==> src/msq_defs.svh <==
// Register offsets, field positions, reset values and timing counts
`ifndef MSQ_DEFS_SVH
`define MSQ_DEFS_SVH

// Register offsets
`define MSQ_OFS_MEASURE_CONTROL 8'h18
`define MSQ_OFS_CHANNEL_MODE 8'h19
`define MSQ_OFS_CONVERTER_SETUP 8'h1A

// Reset values: averaging on, slow clock, internal reference, idle
`define MSQ_RST_MEASURE_CONTROL 8'h00
`define MSQ_RST_CHANNEL_MODE 8'h00
`define MSQ_RST_CONVERTER_SETUP 8'h00

// measure_control fields
`define MSQ_MC_START 0
`define MSQ_MC_PIN_LO 1
`define MSQ_MC_PIN_HI 2
`define MSQ_MC_INT_EN 5
`define MSQ_MC_INT_POL 6

// channel_mode_control fields
`define MSQ_CM_CHAN_HI 3
`define MSQ_CM_SINGLE 4
`define MSQ_CM_AVG_OFF 5

// converter_setup fields
`define MSQ_CS_FAST 0
`define MSQ_CS_REF_VDD 4
`define MSQ_CS_SMB_TMO 6
`define MSQ_CS_SW_RESET 7

// Channel codes handed to the converter
`define MSQ_CH_VDD 4'h0
`define MSQ_CH_INT_TEMP 4'h1
`define MSQ_CH_EXT_TEMP 4'h2
`define MSQ_CH_ANALOG_INPUT_THREE 4'h3
`define MSQ_CH_ANALOG_INPUT_EIGHT 4'h8
`define MSQ_CH_ANALOG_INPUT_ONE 4'h9
`define MSQ_CH_ANALOG_INPUT_TWO 4'hA

// Averaging depth
`define MSQ_AVG_LAST 4'hF

// Calibration interval: time in ms, clock in kHz, count derived
`define MSQ_CAL_TIME_MS 5
`define MSQ_CLK_KHZ 25000
`define MSQ_CAL_CYCLES (`MSQ_CAL_TIME_MS * `MSQ_CLK_KHZ)

`endif

==> src/msq_pkg.sv <==
// Types shared by the measurement sequencer
package msq_pkg;

   // Sequencer states, one-hot
   typedef enum logic [3:0] {
      MSQ_CAL = 4'h1,
      MSQ_IDLE = 4'h2,
      MSQ_ISSUE = 4'h4,
      MSQ_WAIT = 4'h8
   } msq_state_t;

   // Request to the converter
   typedef struct packed {
      logic start;
      logic abort;
      logic [3:0] chan;
      logic fast;
      logic ref_vdd;
      logic filter_off;
   } msq_conv_req_t;

   // Averaged result
   typedef struct packed {
      logic valid;
      logic [3:0] chan;
      logic [9:0] data;
   } msq_result_t;

   // Host register access from the serial engine
   typedef struct packed {
      logic wr;
      logic [7:0] addr;
      logic [7:0] wdata;
   } msq_reg_req_t;

endpackage

==> src/msq_sequencer.sv <==
// Measurement sequencer of the monitoring converter
`timescale 1ns/1ns
`default_nettype none
`include "msq_defs.svh"

module msq_sequencer #(
   parameter int CAL_CYCLES = `MSQ_CAL_CYCLES
) (
   // Clock and reset
   input wire logic sys_clk,
   input wire logic nrst,
   // Register access from the serial engine
   input wire msq_pkg::msq_reg_req_t reg_req,
   output logic [7:0] reg_rdata,
   // Serial engine status
   input wire logic ser_busy,
   input wire logic spi_select,
   output logic spi_locked,
   // Converter
   output msq_pkg::msq_conv_req_t conv_req,
   input wire logic conv_done,
   input wire logic [9:0] conv_data,
   // Results and configuration
   output msq_pkg::msq_result_t result,
   output logic cal_busy,
   output logic cal_disturbed,
   output logic int_enable,
   output logic int_polarity,
   output logic smbus_timeout_en
);
   import msq_pkg::*;

   ////////////////////////////////////////////////////////////////////////
   // Registers

   logic [7:0] measure_control;
   logic [7:0] channel_mode_control;
   logic [7:0] converter_setup;
   logic sw_reset;
   msq_state_t state;
   msq_state_t next_state;
   logic [31:0] cal_cnt;
   logic [3:0] slot;
   logic [3:0] next_slot;
   logic [3:0] avg_cnt;
   logic [13:0] acc;
   logic avg_on;
   logic ext_diode;
   logic running;
   logic last_read;

   assign avg_on = !channel_mode_control[`MSQ_CM_AVG_OFF];
   assign ext_diode = (measure_control[`MSQ_MC_PIN_HI:`MSQ_MC_PIN_LO] == 2'h0);
   assign running = measure_control[`MSQ_MC_START];
   assign last_read = !avg_on || (avg_cnt == `MSQ_AVG_LAST);
   assign sw_reset = reg_req.wr && (reg_req.addr == `MSQ_OFS_CONVERTER_SETUP)
      && reg_req.wdata[`MSQ_CS_SW_RESET];

   // Host writes; a software reset restores defaults
   always_ff @(posedge sys_clk)
   begin
      if (!nrst || sw_reset)
      begin
         measure_control <= `MSQ_RST_MEASURE_CONTROL;
         channel_mode_control <= `MSQ_RST_CHANNEL_MODE;
         converter_setup <= `MSQ_RST_CONVERTER_SETUP;
      end
      else if (reg_req.wr)
      begin
         case (reg_req.addr)
            `MSQ_OFS_MEASURE_CONTROL: measure_control <= reg_req.wdata;
            `MSQ_OFS_CHANNEL_MODE: channel_mode_control <= reg_req.wdata;
            `MSQ_OFS_CONVERTER_SETUP: converter_setup <= reg_req.wdata;
            default: measure_control <= measure_control;
         endcase
      end
   end

   // Read data, registered; unmapped offsets read zero
   always_ff @(posedge sys_clk)
   begin
      if (!nrst)
         reg_rdata <= 8'h00;
      else
      begin
         case (reg_req.addr)
            `MSQ_OFS_MEASURE_CONTROL: reg_rdata <= measure_control;
            `MSQ_OFS_CHANNEL_MODE: reg_rdata <= channel_mode_control;
            `MSQ_OFS_CONVERTER_SETUP: reg_rdata <= converter_setup;
            default: reg_rdata <= 8'h00;
         endcase
      end
   end

   // Configuration outputs toward interrupt and bus logic
   always_ff @(posedge sys_clk)
   begin
      if (!nrst)
      begin
         int_enable <= 1'b0;
         int_polarity <= 1'b0;
         smbus_timeout_en <= 1'b0;
      end
      else
      begin
         int_enable <= measure_control[`MSQ_MC_INT_EN];
         int_polarity <= measure_control[`MSQ_MC_INT_POL];
         smbus_timeout_en <= converter_setup[`MSQ_CS_SMB_TMO];
      end
   end

   ////////////////////////////////////////////////////////////////////////
   // Serial protocol lock

   // I2C after power up; SPI sticks until nrst is next asserted, a software reset keeps it
   always_ff @(posedge sys_clk)
   begin
      if (!nrst)
         spi_locked <= 1'b0;
      else if (spi_select)
         spi_locked <= 1'b1;
   end

   ////////////////////////////////////////////////////////////////////////
   // Calibration

   // Calibration timer; serial traffic cuts it short
   always_ff @(posedge sys_clk)
   begin
      if (!nrst)
      begin
         cal_cnt <= 32'h0;
         cal_disturbed <= 1'b0;
      end
      else if (state == MSQ_CAL)
      begin
         cal_cnt <= cal_cnt + 32'h1;
         if (ser_busy)
            cal_disturbed <= 1'b1;
      end
   end

   assign cal_busy = (state == MSQ_CAL);

   ////////////////////////////////////////////////////////////////////////
   // Channel selection

   // Next channel after a finished result
   always_comb
   begin
      next_slot = slot;
      if (channel_mode_control[`MSQ_CM_SINGLE])
         next_slot = channel_mode_control[`MSQ_CM_CHAN_HI:0];
      else
      begin
         case (slot)
            `MSQ_CH_VDD: next_slot = `MSQ_CH_INT_TEMP;
            `MSQ_CH_INT_TEMP: next_slot = ext_diode ? `MSQ_CH_EXT_TEMP : `MSQ_CH_ANALOG_INPUT_ONE;
            `MSQ_CH_ANALOG_INPUT_ONE: next_slot = `MSQ_CH_ANALOG_INPUT_TWO;
            `MSQ_CH_EXT_TEMP, `MSQ_CH_ANALOG_INPUT_TWO: next_slot = `MSQ_CH_ANALOG_INPUT_THREE;
            `MSQ_CH_ANALOG_INPUT_EIGHT: next_slot = `MSQ_CH_VDD;
            default: next_slot = slot + 4'h1;
         endcase
      end
   end

   ////////////////////////////////////////////////////////////////////////
   // Sequencer

   // State transitions
   always_comb
   begin
      next_state = state;
      case (state)
         MSQ_CAL:
            if (ser_busy || cal_cnt >= CAL_CYCLES - 1)
               next_state = MSQ_IDLE;
         MSQ_IDLE:
            if (running && !ser_busy)
               next_state = MSQ_ISSUE;
         MSQ_ISSUE:
            if (!running)
               next_state = MSQ_IDLE;
            else if (!ser_busy)
               next_state = MSQ_WAIT;
         MSQ_WAIT:
            if (!running)
               next_state = MSQ_IDLE;
            else if (ser_busy || conv_done)
               next_state = MSQ_ISSUE;
         default:
            next_state = MSQ_IDLE;
      endcase
   end

   always_ff @(posedge sys_clk)
   begin
      if (!nrst)
         state <= MSQ_CAL;
      else
         state <= next_state;
   end

   // Channel pointer; a fresh start or a mode switch takes effect here
   always_ff @(posedge sys_clk)
   begin
      if (!nrst)
         slot <= `MSQ_CH_VDD;
      else if (state == MSQ_IDLE)
         slot <= channel_mode_control[`MSQ_CM_SINGLE] ?
            channel_mode_control[`MSQ_CM_CHAN_HI:0] : `MSQ_CH_VDD;
      else if (state == MSQ_WAIT && conv_done && !ser_busy && last_read)
         slot <= next_slot;
   end

   // Averaging accumulator; aborts discard partial sums
   always_ff @(posedge sys_clk)
   begin
      if (!nrst || state != MSQ_WAIT && state != MSQ_ISSUE)
      begin
         acc <= 14'h0;
         avg_cnt <= 4'h0;
      end
      else if (state == MSQ_WAIT && ser_busy)
      begin
         acc <= 14'h0;
         avg_cnt <= 4'h0;
      end
      else if (state == MSQ_WAIT && conv_done)
      begin
         acc <= last_read ? 14'h0 : acc + {4'h0, conv_data};
         avg_cnt <= last_read ? 4'h0 : avg_cnt + 4'h1;
      end
   end

   // Result register, written only when the average is complete
   always_ff @(posedge sys_clk)
   begin
      if (!nrst)
         result <= '0;
      else
      begin
         result.valid <= 1'b0;
         if (state == MSQ_WAIT && conv_done && !ser_busy && last_read)
         begin
            result.valid <= 1'b1;
            result.chan <= slot;
            if (avg_on)
               result.data <= 10'((acc + {4'h0, conv_data}) >> 4);
            else
               result.data <= conv_data;
         end
      end
   end

   // Converter request
   always_ff @(posedge sys_clk)
   begin
      if (!nrst)
         conv_req <= '0;
      else
      begin
         conv_req.start <= (state == MSQ_ISSUE) && running && !ser_busy;
         conv_req.abort <= (state == MSQ_WAIT) && ser_busy;
         conv_req.chan <= slot;
         conv_req.fast <= converter_setup[`MSQ_CS_FAST];
         conv_req.filter_off <= converter_setup[`MSQ_CS_FAST];
         conv_req.ref_vdd <= converter_setup[`MSQ_CS_REF_VDD];
      end
   end
endmodule // msq_sequencer
`default_nettype wire
==> config.mk <==
export PLATFORM = sky130hd
export DESIGN_NAME = msq_sequencer
export DESIGN_NICKNAME = d
export VERILOG_FILES = /design/src/msq_pkg.sv /design/src/msq_sequencer.sv
export VERILOG_INCLUDE_DIRS = /design/src
export SDC_FILE = /design/constraint.sdc
export NUM_CORES = 1
export LEC_CHECK = 0
export BUFFER_PORTS_ARGS = -buffer_cell sky130_fd_sc_hd__buf_2
export CAP_MARGIN = 5
export CORE_UTILIZATION = 58
export CTS_CLUSTER_DIAMETER = 200
export DETAILED_ROUTE_END_ITERATION = 7
export PLACE_DENSITY = 0.8
export SYNTH_ARGS = -nofsm -noshare
export SYNTH_HDL_FRONTEND = slang
export SYNTH_SLANG_ARGS = --single-unit
==> constraint.sdc <==
create_clock -name sys_clk -period 3.5 [get_ports sys_clk]
set_clock_uncertainty 0.2 [all_clocks]
set_input_delay 1.05 -clock sys_clk [delete_from_list [all_inputs] [get_ports sys_clk]]
set_output_delay 1.05 -clock sys_clk [all_outputs]
set_load 0.01 [all_outputs]
---- Word level (Yosys, flattened, before mapping) ----
Index checks and enable logic that the tools add are counted.
operators by class
  $add $sub $neg .......................... 4
  magnitude comparators ................... 1
  equality and inequality tests ........... 19
  muxes and demuxes ....................... 18
  reductions and logical operators ........ 27
operator list
  cell                   count
  $mux 4                 12
  $add 32x1->32 const B  1
  $ge 32x17->1 const B   1
  $eq 8x5->1 const B     3
  $pmux 8 s3             1
  $eq 4x4->1 const B     5
  $pmux 4 s5             1
  $pmux 4 s4             1
  $mux 15                1
  $add 14x10->14         1
  $mux 14                1
  $logic_and 1x1->1      10
  $mux 10                1
  $add 4x1->4 const B    2
  $eq 4x1->1 const B     2
  $eq 4x2->1 const B     2
  $reduce_and 2->1       4
  $ne 3x3->1 const B     2
  $logic_or 1x1->1       5
  $eq 4x3->1 const B     1
  $logic_not 4->1        1
  $ne 4x3->1 const B     1
  $ne 4x4->1 const B     1
  $reduce_and 4->1       1
  other kinds (6)        8
storage, ports and cells
  register bits ........................... 118
  input port bits ......................... 32
  output and inout bits ................... 38
  word-level logic and storage cells ...... 91

---- Logic depth before layout (Yosys ltp) ----
  depth in word-level cells ............... 6
  depth in mapped cells ................... 8
  gate-level depth less buffers ........... 7

---- Least setup slack after synthesis ----
OpenSTA, ideal clock, no wires.
  path type ............................... input to register
  from .................................... in conv_data[0]
  to ...................................... reg result[4] (netlist name)
  library setup time ...................... 0.101 ns
  arrival time ............................ 2.766 ns
  data required time ...................... 3.199 ns
  path slack .............................. 0.433 ns
  stages on the path ...................... 7
  path buffers ............................ 0
  cell sequence ........................... ha_1 fa_1 a211oi_1 o21bai_1 o21ba_2 and3_1 o41ai_1
between the ends
  cells in the longest elaborated chain, start to end .. 2
ends and longest elaborated chain
  item                line                  source
  start: declaration  msq_sequencer.sv:22   input wire logic [9:0] conv_data,
  $add 14x10->14      msq_sequencer.sv:249  result.data <= 10'((acc + {4'h0, conv_data}) >> 4);
  $mux 10             msq_sequencer.sv:248  if (avg_on)
  end: declaration    msq_sequencer.sv:24   output msq_pkg::msq_result_t result,
Every way passes these cells.
A chain may end at the register's enable or synchronous reset.

---- Worst setup path after layout ----
  from .................................... reg state[1]
  to ...................................... out cal_busy
between the ends
  cells in the longest elaborated chain, start to end .. 1
ends and longest elaborated chain
  item                      line                  source
  start: declaration        msq_sequencer.sv:40   msq_state_t state;
  start signal: assignment  msq_sequencer.sv:201  state <= next_state;
  $eq 4x1->1                msq_sequencer.sv:143  assign cal_busy = (state == MSQ_CAL);
  end: declaration          msq_sequencer.sv:25   output logic cal_busy,
Every way passes these cells.

==> results.txt <==
The flow ran to the end, and the final reports show no timing, DRC or antenna violations. The tools report the endpoint class of the critical path as an output port. The pre-antenna-repair detailed-routing pass consisted of 8 iterations.

Counting flops with a built-in enable in the synthesized netlist gives 0. IR analysis of the VDD net gives a maximum drop of 0.260 mV. The initial antenna violation count was 0; the number of cells in the finished layout apart from fillers was 888. For the total overflow reported by the global router, the log shows 0. Cells with a size suffix above 1 make up 18.3% of the layout.

The clock buffer count from CTS was 17. dfxtp_1 takes more of the synthesized area than any other cell. The worst path in the final design needs a cycle of 3.11 ns, including I/O delays and setup. Area share of the largest cell type after synthesis: 41.1%. At the pin with the least slew margin, the transition time is 0.804 ns. The tools report the cell area after synthesis as 0.00575 mm^2. The count of endpoints failing hold in the final timing report was 0. The run gives 0.51 ns as the clock latency reported for the late side of the worst-skew pair. The register clock-pin slew on the reported worst setup and hold paths is 0.06 ns, and the share of synthesized area occupied by flip-flops and latches is 41.1%. Number of global-route vias before repair: 5195. The period utilization is 88.9%, and the number of design rule violations left after detail routing is 0.

Global routing used 30.0% of the available tracks across all layers. The synthesis-to-finish area growth works out to 19.0%. The accumulated negative setup slack came out at 0 ns. In the synthesized netlist the dominant register cell turns out to be dfxtp_1.

The number of cells after detailed placement is 856, and the number of warning messages in the yosys log is 0. The run gives 35 as the row count. In this run the worst hold path is classified as flip-flop to flip-flop.

By startpoint and endpoint, the worst setup path is classified as flip-flop to output port. Setup violations remaining at the end of the flow were counted as 0. The first global-routing pass estimated 24400 um of wire. Summed over all cells, the static leakage comes to 0.00279 uW. Summing all multi-input logic gate instances after layout gives 0.00319 mm^2. Measured along the x axis, the die boundary spans 102 um. Power spread over the standard cell area amounts to 487 mW/mm^2. The most used standard cell by instance count after synthesis is dfxtp_1.

The detail-routed via count per cell was 6.02; the number of maximum-capacitance constraint violations was 0. Setup repair after global routing left no endpoint under its margin. The wire-length estimate of the detail-placed layout is 9910 um.

The number of fill cells was 726; the buffer levels on the longest clock path was 2. The root buffer cell chosen for the clock tree is clkbuf_8. The maximum fanout along the worst path came out at 6.

Timing would allow up to 322 MHz. At the end of the flow the core is filled with cells to 72.7%. For this design the top-level I/O count stands at 70.

Of all flip-flops after synthesis, the portion carrying an async set or reset was 0%. The logs give 14600 um for the total wire length and 0 for the number of setup buffers added after CTS. The total inserted antenna cells came out at 0.

The clock net in this run drives a total of 118 sinks. The logs give 0.00236 mm^2 for the register cell area after layout and 3330 uW for the power after layout. For the net count reported at finish, the log shows 795.

Hold repair after CTS inserted 0 buffers. Input and output buffers added on the ports amount to 69. The routed wire length per instance works out to 16.4 um. The data arrival time at the worst-slack endpoint is 1.86 ns, and the number of max-slew violations in the final report is 0. The worst pin sits at a relative slew slack of 45.7%. Gates resized during post-CTS repair numbered 0. Data on the critical path is required at its endpoint by 2.25 ns.

TritonCTS built the clock tree. The final route contains 5343 vias. The logs give 41 for the pin count of the biggest net entering global routing and 675 for the post-synthesis cell count.

The full die area is 0.0103 mm^2. The core region is 0.00942 mm^2. Hold is met by 0.249 ns. The congestion estimate from routability-driven global placement came to 1.00.

For the H-tree depth, the log shows 4. After synthesis, the mean cell area works out to 8.52 um^2. The initial utilization of the core area, before any placement, comes to 61.1%. Sorting the synthesized cells by how often they occur yields 118 x dfxtp_1, 93 x nor2_1, 56 x nand2_1. The floorplan step set the die height to 102 um. By area the synthesized netlist is led by dfxtp_1 41%, nor2_1 6.1%, mux2i_1 4.7%, a21oi_1 4.6%, nand2_1 3.7%. The detail route stage leaves a number of antenna-violating nets equal to 0. Synthesis instantiated 72 different standard cells from the library. The net count after synthesis was 724. The synthesized design contains 118 register bits. STA classifies the critical path startpoint as a flip-flop. The number of DRC violations after detailed-routing iteration 0 was 391.
power breakdown:
group,internal (uW),leakage [uW],switching [uW]
sequential,1360,0.000952,20.5
combinational,74.7,0.00156,124
clock,1110,0.000284,647
total,2540,0.00279,792
cell type report:
cell class                 instances  area share [%]
multi-input combinational        507            46.6
sequential                       118            34.5
timing repair buffer              85            6.80
clock buffer                      18            6.25
clock inverter                    14            2.54
tap                              129            2.36
inverter                          17           0.932
critical path, cell delays in order, from the launching register on:
cell	delay, ns
dfxtp_1	0.36
or4b_4	0.65
inv_2	0.18
buf_2	0.16
flip-flops by register name (all words and copies together), names as in the netlist, 8 cells and up:
register,flops
cal_cnt,32
channel_mode_control,8
measure_control,8
acc,14
converter_setup,8
conv_req,8
reg_rdata,8
result,15
routing by layer:
metal  share of wire, %  wire length [um]  global-route usage [%]  up-vias
met1                 43              6220                    37.6     2531
met3                7.2              1050                    6.63       23
met4                1.4               210                    11.5        0
met2                 49              7070                    50.4      234
met5                  0                 0                       0        -
li1                   -                 -                       -     2555
through the flow:
stage	cell area (um^2)	setup slack, ns
3_3_place_gp	6240	0.261
3_5_place_dp	6240	0.187
5_1_grt	6850	0.347
6_report	6850	0.390
4_1_cts	6850	0.384
2_1_floorplan	5750	0.433
final timing paths:
kind	start	end	slack [ns]	depth (start not counted)
hold reg to reg	measure_control[7]$_SDFFE_PP0P_	measure_control[7]$_SDFFE_PP0P_	0.25	2
setup reg to reg	avg_cnt[0]$_SDFFE_PP0P_	acc[9]$_SDFFE_PP0P_	0.99	6
setup / recovery	state[1]$_SDFFE_PN0P_	cal_busy	0.39	3
hold / removal	measure_control[7]$_SDFFE_PP0P_	measure_control[7]$_SDFFE_PP0P_	0.25	2
layout by cell type (no fill, tap or decap), drive strengths merged, types with 3 or more instances in the layout:
| cell type | netlist | layout |
|---|---|---|
| clkbuf | 24 | 18 |
| and3 | 12 | 12 |
| nor4 | 7 | 7 |
| a21oi | 53 | 53 |
| or3 | 11 | 11 |
| dfxtp | 118 | 118 |
| o221ai | 4 | 4 |
| clkinvlp | 0 | 4 |
| buf | 9 | 85 |
| o41ai | 5 | 5 |
| and2 | 14 | 14 |
| and4 | 7 | 7 |
| xnor2 | 14 | 14 |
| ha | 16 | 16 |
| nand4 | 23 | 23 |
| o21a | 4 | 4 |
| clkinv | 0 | 4 |
| o31ai | 4 | 4 |
| nand3 | 28 | 28 |
| mux2i | 27 | 27 |
| xor2 | 20 | 20 |
| bufinv | 0 | 3 |
| a211oi | 6 | 6 |
| nor3 | 12 | 12 |
| nor4b | 3 | 3 |
| o21ai | 24 | 24 |
| a31oi | 6 | 6 |
| nand2 | 56 | 56 |
| a22oi | 5 | 5 |
| o211ai | 6 | 6 |
| nor2b | 7 | 7 |
| nor2 | 96 | 96 |
| inv | 17 | 20 |
cells by family (layout without fill, tap and decap cells):
logic type      count (synthesis)  in the layout  synth area share, %
simple gates                  287            287                 25.8
compound gates                141            141                 15.8
flops                         118            118                 41.1
buf+inv                        50            134                 3.50
xor+xnor                       34             34                 5.18
mux                            28             28                 4.89
fa+ha+maj                      17             17                 3.83
No activity file was read; power rests on OpenSTA's default activity.
